### config.mk
export PLATFORM = sky130hd
export DESIGN_NAME = fsm_bus_ctrl
export DESIGN_NICKNAME = d
export VERILOG_FILES = /design/src/rtl/fsm_pkg.sv /design/src/rtl/fsm_bus_ctrl.sv /design/src/rtl/fsm_sync.sv
export SDC_FILE = /design/constraint.sdc
export NUM_CORES = 1
export LEC_CHECK = 0
export BUFFER_PORTS_ARGS = -buffer_cell sky130_fd_sc_hd__buf_2
export CORE_UTILIZATION = 52
export CTS_BUF_LIST = sky130_fd_sc_hd__clkbuf_4 sky130_fd_sc_hd__clkbuf_8
export CTS_CLUSTER_SIZE = 40
export DETAILED_ROUTE_END_ITERATION = 10
export HOLD_SLACK_MARGIN = 0.12
export PLACE_DENSITY = 0.82
export SYNTH_ARGS = -nofsm -noshare
export SYNTH_HDL_FRONTEND = slang
export SYNTH_SLANG_ARGS = --single-unit
### constraint.sdc
create_clock -name core_clk -period 7.78 [get_ports core_clk]
set_input_delay 0 -clock core_clk [delete_from_list [all_inputs] [get_ports core_clk]]
set_output_delay 0 -clock core_clk [all_outputs]
set_load 0.05 [all_outputs]
### src/rtl/fsm_pkg.sv
// Package of constants and types for the flash/SRAM bus controller
package fsm_pkg;
  // ----------------------------------------------------------------
  // Bus geometry
  // ----------------------------------------------------------------
  localparam int ADDR_W = 21;
  localparam int DATA_W = 16;
  localparam int SRAM_ADDR_W = 18;
  localparam int CLK_PERIOD_NS = 25;
  // ----------------------------------------------------------------
  // Timing figures in ns and derived cycles
  // ----------------------------------------------------------------
  localparam int ACCESS_NS = 70;
  localparam int WRITE_PULSE_NS = 50;
  localparam int TURN_NS = 25;
  localparam int RESET_PULSE_NS = 100;
  localparam int AUTO_STBY_NS = 150;
  // Least times round up, never below one cycle
  localparam int ACCESS_CYC = (ACCESS_NS + CLK_PERIOD_NS - 1) / CLK_PERIOD_NS;
  localparam int WRITE_CYC = (WRITE_PULSE_NS + CLK_PERIOD_NS - 1) / CLK_PERIOD_NS;
  localparam int TURN_CYC = (TURN_NS + CLK_PERIOD_NS - 1) / CLK_PERIOD_NS;
  localparam int RESET_CYC = (RESET_PULSE_NS + CLK_PERIOD_NS - 1) / CLK_PERIOD_NS;
  localparam int AUTO_STBY_CYC = (AUTO_STBY_NS + CLK_PERIOD_NS - 1) / CLK_PERIOD_NS;
  localparam int CNT_W = 4;
  // ----------------------------------------------------------------
  // Request codes and states
  // ----------------------------------------------------------------
  localparam logic [1:0] OP_FLASH_READ = 2'h0;
  localparam logic [1:0] OP_FLASH_WRITE = 2'h1;
  localparam logic [1:0] OP_SRAM_READ = 2'h2;
  localparam logic [1:0] OP_SRAM_WRITE = 2'h3;
  localparam logic [1:0] BYTE_BOTH = 2'h3;
  typedef enum logic [2:0] {
    FSM_IDLE,
    FSM_RESET,
    FSM_SETUP,
    FSM_STROBE,
    FSM_RELEASE
  } fsm_state_e;
endpackage : fsm_pkg

### src/rtl/fsm_bus_ctrl.sv
// Host controller driving the stacked flash/SRAM asynchronous bus
//
// Summary of operation
// - Flash read: select, gate low, SRAM off
// - Flash write: select, strobe low, gate high
// - Guard high during flash writes; supply pin follows req_high_supply only
// - Never select flash and SRAM together
// - Byte enables separate for 8-bit access
// - Select edge needed after reset release
`timescale 1ns/10ps
`default_nettype none
module fsm_bus_ctrl
  import fsm_pkg::*;
#(
  parameter int AW = ADDR_W,
  parameter int DW = DATA_W
) (
  input wire logic core_clk,
  input wire logic sys_rst,
  input wire logic req_valid,
  input wire logic [1:0] req_op,
  input wire logic [AW-1:0] req_addr,
  input wire logic [DW-1:0] req_wdata,
  input wire logic [1:0] req_byte_en,
  input wire logic req_flash_reset,
  input wire logic req_unlock_ok,
  input wire logic req_high_supply,
  output logic req_ready,
  output logic rsp_valid,
  output logic [DW-1:0] rsp_rdata,
  output logic [AW-1:0] bus_addr,
  output logic [DW-1:0] shared_data_bus_out,
  output logic shared_data_bus_oe,
  input wire logic [DW-1:0] shared_data_bus_in,
  output logic flash_select_n,
  output logic flash_output_gate_n,
  output logic flash_write_strobe_n,
  output logic flash_reset_n,
  output logic flash_lockdown_guard_n,
  output logic program_supply_pin,
  output logic sram_select_low_n,
  output logic sram_select_high,
  output logic sram_output_gate_n,
  output logic sram_write_strobe_n,
  output logic sram_upper_byte_en_n,
  output logic sram_lower_byte_en_n
);
  // Widths and counts outside what the sequencer can serve
  if (AW < SRAM_ADDR_W || DW != DATA_W || ACCESS_CYC + 2 >= (1 << CNT_W)) begin : g_bad_cfg
    $error("fsm_bus_ctrl: unsupported parameters");
  end

  // ----------------------------------------------------------------
  // Pin sampling
  // ----------------------------------------------------------------
  logic [DW-1:0] data_sync;
  fsm_sync #(.WIDTH(DW)) u_data_sync (
    .core_clk(core_clk),
    .sys_rst(sys_rst),
    .async_in(shared_data_bus_in),
    .sync_out(data_sync)
  );

  // ----------------------------------------------------------------
  // Sequencer state
  // ----------------------------------------------------------------
  fsm_state_e state_reg, state_next;
  logic [CNT_W-1:0] cnt_reg, cnt_next;
  logic [1:0] op_reg;

  // Request decoding
  wire is_read = (op_reg == OP_FLASH_READ) || (op_reg == OP_SRAM_READ);
  wire take_req = (state_reg == FSM_IDLE) && req_valid && !req_flash_reset;
  wire cnt_zero = (cnt_reg == '0);
  wire [CNT_W-1:0] strobe_len = is_read ? CNT_W'(ACCESS_CYC + 2) : CNT_W'(WRITE_CYC);

  // Next-state selection; sampled data lags two flops, hence +2 on reads
  always_comb begin
    state_next = state_reg;
    cnt_next = cnt_zero ? cnt_reg : cnt_reg - 1'b1;
    case (state_reg)
      FSM_IDLE: begin
        if (req_flash_reset) begin
          state_next = FSM_RESET;
          cnt_next = CNT_W'(RESET_CYC);
        end else if (req_valid) begin
          state_next = FSM_SETUP;
          cnt_next = CNT_W'(TURN_CYC);
        end
      end
      FSM_RESET: begin
        if (cnt_zero && !req_flash_reset) begin
          state_next = FSM_IDLE;
        end
      end
      FSM_SETUP: begin
        if (cnt_zero) begin
          state_next = FSM_STROBE;
          cnt_next = strobe_len;
        end
      end
      FSM_STROBE: begin
        if (cnt_zero) begin
          state_next = FSM_RELEASE;
          cnt_next = CNT_W'(TURN_CYC);
        end
      end
      FSM_RELEASE: begin
        if (cnt_zero) begin
          state_next = FSM_IDLE;
        end
      end
      default: state_next = FSM_IDLE;
    endcase
  end

  // ----------------------------------------------------------------
  // Pin value decoding
  // ----------------------------------------------------------------
  wire active = (state_reg == FSM_SETUP) || (state_reg == FSM_STROBE)
    || (state_reg == FSM_RELEASE);
  wire strobing = (state_next == FSM_STROBE);
  wire active_next = take_req || (active && state_next != FSM_IDLE);
  wire [1:0] op_next = take_req ? req_op : op_reg;
  wire flash_next = (op_next == OP_FLASH_READ) || (op_next == OP_FLASH_WRITE);
  wire read_next = (op_next == OP_FLASH_READ) || (op_next == OP_SRAM_READ);
  // Only one memory is ever selected; the other is held off
  wire fsel_next = active_next && flash_next && state_next != FSM_RESET;
  wire ssel_next = active_next && !flash_next;
  // Write strobe rises two cycles before select drops, so it latches first
  wire fwr_next = fsel_next && !read_next && strobing;
  wire frd_next = fsel_next && read_next && strobing;
  wire swr_next = ssel_next && !read_next && strobing;
  wire srd_next = ssel_next && read_next && strobing;
  wire drive_next = active_next && !read_next;
  // Full word unless the user asks for one byte
  wire [1:0] be_next = take_req ? req_byte_en : (active ? ~{sram_upper_byte_en_n,
    sram_lower_byte_en_n} : BYTE_BOTH);
  wire capture = active && is_read && state_reg == FSM_STROBE && cnt_zero;

  // State and counter registers
  always_ff @(posedge core_clk or posedge sys_rst) begin
    if (sys_rst) begin
      state_reg <= FSM_IDLE;
      cnt_reg <= '0;
      op_reg <= OP_FLASH_READ;
    end else begin
      state_reg <= state_next;
      cnt_reg <= cnt_next;
      op_reg <= op_next;
    end
  end

  // Control pins straight from flops; idle leaves both memories in standby
  always_ff @(posedge core_clk or posedge sys_rst) begin
    if (sys_rst) begin
      flash_select_n <= 1'b1;
      flash_output_gate_n <= 1'b1;
      flash_write_strobe_n <= 1'b1;
      flash_reset_n <= 1'b0;
      sram_select_low_n <= 1'b1;
      sram_select_high <= 1'b0;
      sram_output_gate_n <= 1'b1;
      sram_write_strobe_n <= 1'b1;
      sram_upper_byte_en_n <= 1'b1;
      sram_lower_byte_en_n <= 1'b1;
    end else begin
      flash_select_n <= !fsel_next;
      flash_output_gate_n <= !frd_next;
      flash_write_strobe_n <= !fwr_next;
      flash_reset_n <= (state_next != FSM_RESET);
      sram_select_low_n <= !ssel_next;
      sram_select_high <= ssel_next;
      sram_output_gate_n <= !srd_next;
      sram_write_strobe_n <= !swr_next;
      sram_upper_byte_en_n <= !(ssel_next && be_next[1]);
      sram_lower_byte_en_n <= !(ssel_next && be_next[0]);
    end
  end

  // Address, data and supply pins; guard high lets software unlock
  always_ff @(posedge core_clk or posedge sys_rst) begin
    if (sys_rst) begin
      bus_addr <= '0;
      shared_data_bus_out <= '0;
      shared_data_bus_oe <= 1'b0;
      flash_lockdown_guard_n <= 1'b0;
      program_supply_pin <= 1'b0;
    end else begin
      if (take_req) begin
        bus_addr <= req_addr;
        shared_data_bus_out <= req_wdata;
      end
      shared_data_bus_oe <= drive_next;
      // Held high through flash writes so commands are not locked out
      flash_lockdown_guard_n <= req_unlock_ok || (fsel_next && !read_next);
      program_supply_pin <= req_high_supply;
    end
  end

  // Answer to the user
  always_ff @(posedge core_clk or posedge sys_rst) begin
    if (sys_rst) begin
      req_ready <= 1'b0;
      rsp_valid <= 1'b0;
      rsp_rdata <= '0;
    end else begin
      req_ready <= (state_next == FSM_IDLE) && !take_req;
      rsp_valid <= (state_reg == FSM_RELEASE) && cnt_zero;
      if (capture) begin
        rsp_rdata <= data_sync;
      end
    end
  end

  // ----------------------------------------------------------------
  // Checks
  // ----------------------------------------------------------------
  exclusive_sel_a: assert property (@(posedge core_clk) disable iff (sys_rst)
    !(!flash_select_n && !sram_select_low_n && sram_select_high))
    else $error("flash and SRAM selected together");
  flash_read_a: assert property (@(posedge core_clk) disable iff (sys_rst)
    !flash_output_gate_n |-> !flash_select_n && flash_write_strobe_n && flash_reset_n)
    else $error("flash read pins inconsistent");
  flash_write_a: assert property (@(posedge core_clk) disable iff (sys_rst)
    !flash_write_strobe_n |-> !flash_select_n && flash_output_gate_n && flash_lockdown_guard_n)
    else $error("flash write pins inconsistent");
  strobe_first_a: assert property (@(posedge core_clk) disable iff (sys_rst)
    $rose(flash_write_strobe_n) |-> !flash_select_n)
    else $error("select rose with write strobe");
  sram_write_a: assert property (@(posedge core_clk) disable iff (sys_rst)
    !sram_write_strobe_n |-> sram_output_gate_n && !sram_select_low_n && shared_data_bus_oe)
    else $error("SRAM write pins inconsistent");
  sram_read_a: assert property (@(posedge core_clk) disable iff (sys_rst)
    !sram_output_gate_n |-> !shared_data_bus_oe && sram_write_strobe_n && sram_select_high)
    else $error("SRAM read pins inconsistent");
  reset_hold_a: assert property (@(posedge core_clk) disable iff (sys_rst)
    $fell(flash_reset_n) |-> !flash_reset_n [*4])
    else $error("flash reset pulse too short");
  reset_idle_a: assert property (@(posedge core_clk) disable iff (sys_rst)
    !flash_reset_n |-> flash_select_n && flash_write_strobe_n)
    else $error("flash accessed during reset");
endmodule : fsm_bus_ctrl
`default_nettype wire

### src/rtl/fsm_sync.sv
// Two-flop synchroniser for pin inputs
`timescale 1ns/10ps
`default_nettype none
module fsm_sync #(
  parameter int WIDTH = 1
) (
  input wire logic core_clk,
  input wire logic sys_rst,
  input wire logic [WIDTH-1:0] async_in,
  output logic [WIDTH-1:0] sync_out
);
  logic [WIDTH-1:0] meta_reg;
  // A zero-width synchroniser has nothing to carry
  if (WIDTH < 1) begin : g_bad_width
    $error("fsm_sync: width must be at least one");
  end
  // First flop feeds only the second
  always_ff @(posedge core_clk or posedge sys_rst) begin
    if (sys_rst) begin
      meta_reg <= '0;
      sync_out <= '0;
    end else begin
      meta_reg <= async_in;
      sync_out <= meta_reg;
    end
  end
endmodule : fsm_sync
`default_nettype wire

Yosys cells after proc, flatten, opt, wreduce, memory -nomap -nowiden --
Index checks and enable logic that the tools add are counted. W data, S select, Z words.
Storage, ports and cells: output and inout port bits 68, register bits 109, word-level logic and storage cells 99
Cells by class: muxes and demuxes 17, equal/unequal tests 9, add/subtract/negate cells 1, reduce and logical (&&, ||, !) cells 48, bitwise gates (word level) 1
Operator list (number):
- $logic_and A1 B1 Y1 | 23
- $mux W3 | 7
- $mux W4 | 5
- $pmux W3 S5 | 1
- $logic_not A1 Y1 | 12
- $pmux W4 S3 | 1
- $eq A3 B2 Y1 const B | 3
- $logic_or A1 B1 Y1 | 7
- $logic_not A3 Y1 | 2
- $mux W2 | 3
- $eq A2 B2 Y1 const B | 2
- $logic_not A2 Y1 | 2
- $logic_not A4 Y1 | 1
- $sub A4 B1 Y4 const B | 1
- $eq A3 B1 Y1 const B | 1
- $eq A3 B3 Y1 const B | 1
- $ne A3 B1 Y1 const B | 1
- $reduce_bool A3 Y1 | 1
- $eq A2 B1 Y1 const B | 1
- $not A2 Y2 | 1

Longest topological paths before layout --
depth after elaboration 12, mapped depth 8

By module --
Synthesis repeated with hierarchy kept, for this count alone.
Unflattened totals: cell total of the unflattened synthesis 328, area total of the unflattened synthesis 3938.8 µm²
Modules (own cells, without submodules):
- fsm_bus_ctrl | area an instance 3134.3 µm², cells each 295, times used 1, seq. area each 1936.9 µm²
- fsm_sync | area an instance 804.5 µm², cells each 33, times used 1, seq. area each 800.8 µm²

Worst setup path before layout --
No wires, ideal clock.
path type reg-to-reg, start point register cnt_reg[0], end point register rsp_rdata[0], required time 7.655 ns, stages on the path, launching flop included 9, slack 5.704 ns, data arrival time 1.951 ns, cell sequence dfrtp_1 -> inv_1 -> ha_1 -> nor3b_4 -> inv_2 -> or3_4 -> nor2_8 -> buf_12 -> mux2_4
Between the ends: cells in the longest elaborated chain, start to end 2
Ends and longest elaborated chain:
- start: declaration | RTL line fsm_bus_ctrl.sv:68 | logic [CNT_W-1:0] cnt_reg, cnt_next;
- start signal: assignment | RTL line fsm_bus_ctrl.sv:149 | cnt_reg <= cnt_next;
- $logic_not A4 Y1 | RTL line fsm_bus_ctrl.sv:74 | wire cnt_zero = (cnt_reg == '0);
- $logic_and A1 B1 Y1 | RTL line fsm_bus_ctrl.sv:139 | wire capture = active && is_read && state_reg == FSM_STROBE && cnt_zero;
- end signal: assignment | RTL line fsm_bus_ctrl.sv:211 | rsp_rdata <= data_sync;
- end: declaration | RTL line fsm_bus_ctrl.sv:30 | output logic [DW-1:0] rsp_rdata,
Every way passes these cells. A chain may end at the register's enable or synchronous reset.

Worst setup path after layout --
start point register state_reg[2], end point register flash_output_gate_n
Between the ends: cells in the longest elaborated chain, start to end 11, elaborated cells on any way between the ends 32, classes of those cells 8 x eq/ne; 8 x mux; 16 x reduce/logical
Ends and longest elaborated chain:
- start: declaration | RTL line fsm_bus_ctrl.sv:67 | fsm_state_e state_reg, state_next;
- start signal: assignment | RTL line fsm_bus_ctrl.sv:148 | state_reg <= state_next;
- $mux W3 / $logic_not A3 Y1 (equally long branches) | RTL line fsm_bus_ctrl.sv:86, fsm_bus_ctrl.sv:73, fsm_bus_ctrl.sv:81
- $mux W3 / $logic_and A1 B1 Y1 (equally long branches) | RTL line fsm_bus_ctrl.sv:83, fsm_bus_ctrl.sv:73
- $pmux W3 S5 / $logic_and A1 B1 Y1 (equally long branches) | RTL line fsm_bus_ctrl.sv:81, fsm_bus_ctrl.sv:73
- $reduce_bool A3 Y1 / $mux W2 (equally long branches) | RTL line fsm_bus_ctrl.sv:123, fsm_bus_ctrl.sv:124
- $logic_and A1 B1 Y1, or another cell as far along | RTL line fsm_bus_ctrl.sv:123 | wire active_next = take_req || (active && state_next != FSM_IDLE);
- $logic_or A1 B1 Y1, on equally long branches | RTL line fsm_bus_ctrl.sv:123, fsm_bus_ctrl.sv:125
- $logic_and A1 B1 Y1 (2 in a row) | RTL line fsm_bus_ctrl.sv:128 | wire fsel_next = active_next && flash_next && state_next != FSM_RESET;
- $logic_and A1 B1 Y1 | RTL line fsm_bus_ctrl.sv:132 | wire frd_next = fsel_next && read_next && strobing;
- $logic_and A1 B1 Y1 * | RTL line fsm_bus_ctrl.sv:132
- $logic_not A1 Y1 * | RTL line fsm_bus_ctrl.sv:169 | flash_output_gate_n <= !frd_next;
- end signal: assignment | RTL line fsm_bus_ctrl.sv:169
- end: declaration | RTL line fsm_bus_ctrl.sv:36 | output logic flash_output_gate_n,
Every way passes the cells marked *; elsewhere a longest branch is shown, timed or not.

==> results.txt <==
crit path time final = 2.80 ns
ANT cells = 0
share of layout cells above drive strength 1 = 47.4%
max FFs per register = 21
vias in the first global route = 2818
Initial Util = 53.9%
Post-DP HPWL = 5.03 mm
Metal-1 WL = 3.19 mm
Final nets = 514
first-pass GRT wire length = 13.1 mm
CTS H-Tree Depth = 3
crit path kind = flop to flop
unrepaired setup endpoints after global routing = false
routed wl met2 = 4.48 mm
CTS tree = yes
Final GP Congestion = 0.821
Num CTS Buffers = 9
Die Ht = 88.7 µm
Finished Core Util = 75.5%
detailed-router iteration count before antenna repair = 4
Root Buffer = clkbuf_8
setup TNS = 0 ns
nature of the critical path startpoint = flop
clock buffer depth = 2
Ports = 131
count of cell types in the netlist = 36
max_cap viols = 0
Clock transition at path regs = 0.10 ns
Multi-input gate area = 0.00109 mm²
Worst R2R Start = state_reg[2]
final WL = 8.30 mm
overall power = 2.34 mW
# DRC = 0
CTS sink count = 109
count of final setup violators = 0
metal3 WL = 469 µm
Relative slew margins = 33.4%
crit share post-route = 36.0%
Netlist Area Pre-Place = 0.00391 mm²
vias per inst = 4.87
area of the core = 0.00725 mm²
largest net degree at the start of global routing = 68
CP endpoint kind = flop
register area = 0.00274 mm²
Filler cells = 483
num rows = 31
syn nets = 316
register with the highest flop count = bus_addr
static leakage = 2.67 nW
placed inst area = 0.00465 mm²
R2R depth = 5
die footprint = 0.00787 mm²
pwr/cell area = 427 mW/mm²
Worst-Skew Late Latency = 0.35 ns
endpoints failing hold = 0
YS warnings = 0
post-synthesis cell count = 251
Synth Area per Inst = 15.6 µm²
Worst-Margin Slew = 0.996 ns
VDD IR-drop max = 336 µV
Final Max Tran Viols = 0
GRT overflow = 0
Routed Antenna Nets = 0
r2r setup slk = 4.98 ns
# port buffers = 130
crit path DAT = 3.08 ns
Peak Freq = 357 MHz
Routed WL per cell = 15.0 µm
critical path required time = 8.06 ns
Hold Crit Class = input port to async pin
clk_skew = 0.0105 ns
Synth Register Bits = 109
Die W = 88.7 µm
area grow syn2layout = 40.0%
outcome = finished, final reports clean
vias = 2692
sequential share of the synthesized area = 70.0%
Reg-to-Reg End = flash_output_gate_n
highest metal used = met4
Tot GR Track Use = 22.7%
DRT iter0 DRCs = 97
initial antenna violation count = 0
Critical Path Fanout Max = 43
final non-filler cell area = 0.00547 mm²
area by class of cell:
cell class | count | area share [%]
well taps | 99 | 2.26
clock buffers | 10 | 2.40
flip-flops and latches | 109 | 50.0
inverters | 10 | 0.731
repair buffers | 195 | 23.7
multi-input cells | 124 | 19.9
clock inverters | 6 | 0.983
cell usage in the layout (no fill, tap or decap), drive strengths merged, types with 2 or more instances in the layout:
cell	instances
dfstp	8
buf	131
or3	2
clkinv	3
a21oi	5
o211ai	3
nor3	3
nor2	9
nand4	3
o21ai	4
a21boi	2
inv	13
clkbuf	10
nand3	5
nor2b	3
dlygate4sd3	64
nand2b	3
dfrtp	101
ha	2
mux2	53
a31oi	2
mux2i	3
nand2	12
worst max-delay path, cell delays in order (launching register included):
cell           delay, ns
dfrtp_1             0.53
nor3_1              0.33
nand2_2             0.60
mux2i_1             0.52
nand4_1             0.14
dlygate4sd3_1       0.61
per-stage QoR:
step	setup WS (ns)	cells	hold WS, ns
floorplan	4.92	251	0.0314
detailed placement	5.44	473	0.0768
global placement	5.53	473	0.0721
CTS	4.99	553	0.237
global route	4.80	553	0.260
finish	4.98	553	0.258
kinds of logic (layout without fill, tap and decap cells):
logic type / after synthesis / after routing / synth area share, %
flip-flops: 109 / 109 / 70.0
multiplexers: 56 / 56 / 17.0
AND/OR/NAND/NOR: 43 / 43 / 6.21
AO/OA/AOI/OAI: 23 / 23 / 3.94
buffers and inverters: 18 / 221 / 2.18
adder cells (fa/ha/maj): 2 / 2 / 0.640
power by group:
group / switching [mW] / internal (mW) / total (mW)
logic: 0.804 / 0.338 / 1.14
clock network: 0.189 / 0.127 / 0.316
registers: 0.119 / 0.759 / 0.878
total: 1.11 / 1.22 / 2.34
repair_timing:
| item | in CTS | in global routing |
|---|---|---|
| hold buffers | 64 | 0 |
| setup buffers | 0 | 0 |
| endpoints found under the hold margin | 111 | 0 |
| gates resized for setup | 0 | 0 |
worst max-delay path by stage:
stage                      start  cells past startpoint  slack (ns)                  end
finish              state_reg[2]                      5        4.98  flash_output_gate_n
global route        state_reg[2]                      5        4.80  flash_output_gate_n
CTS                 state_reg[2]                      5        4.99  flash_output_gate_n
detailed placement  state_reg[2]                      5        5.44   shared_data_bus_oe
global placement      cnt_reg[0]                      7        5.53         rsp_rdata[7]
floorplan                sys_rst                      1        4.92          bus_addr[0]
synthesized netlist by cell type:
| library cell | number | share of area (%) |
|---|---|---|
| dfrtp_1 | 101 | 65 |
| o32ai_1 | 1 | 0.22 |
| a21o_1 | 1 | 0.19 |
| dfstp_2 | 8 | 5.4 |
| o211ai_1 | 3 | 0.58 |
| inv_2 | 1 | 0.096 |
| o21ai_0 | 4 | 0.51 |
| o311a_1 | 1 | 0.26 |
| nand2_1 | 12 | 1.2 |
| clkbuf_1 | 6 | 0.58 |
| a32oi_1 | 1 | 0.22 |
| inv_1 | 9 | 0.86 |
| a31oi_1 | 2 | 0.32 |
| and2_1 | 1 | 0.16 |
| mux2_4 | 10 | 3.8 |
| or3b_2 | 1 | 0.22 |
| o31a_1 | 1 | 0.22 |
| nor2b_1 | 3 | 0.48 |
| nor2_1 | 8 | 0.77 |
| mux2i_1 | 3 | 0.77 |
| nor3b_4 | 1 | 0.48 |
| nand2b_1 | 3 | 0.48 |
| or3_4 | 1 | 0.29 |
| nand3_1 | 5 | 0.64 |
| a21boi_0 | 2 | 0.38 |
| nor3_1 | 3 | 0.38 |
| a21oi_1 | 5 | 0.64 |
| nand4_1 | 3 | 0.48 |
| mux2_2 | 43 | 12 |
| a211o_1 | 1 | 0.22 |
| or3_1 | 1 | 0.16 |
| ha_1 | 2 | 0.64 |
| buf_2 | 1 | 0.13 |
| buf_12 | 1 | 0.51 |
| o22ai_1 | 1 | 0.16 |
| nor2_8 | 1 | 0.51 |
per-layer routing:
metal / vias to the layer above / GRT usage (%)
met3: 14 / 5.22
met5: - / 0
li1: 1256 / -
met1: 1319 / 26.6
met2: 103 / 39.7
met4: 0 / 10.3
Note: power is estimated with default switching activity, not from simulation.
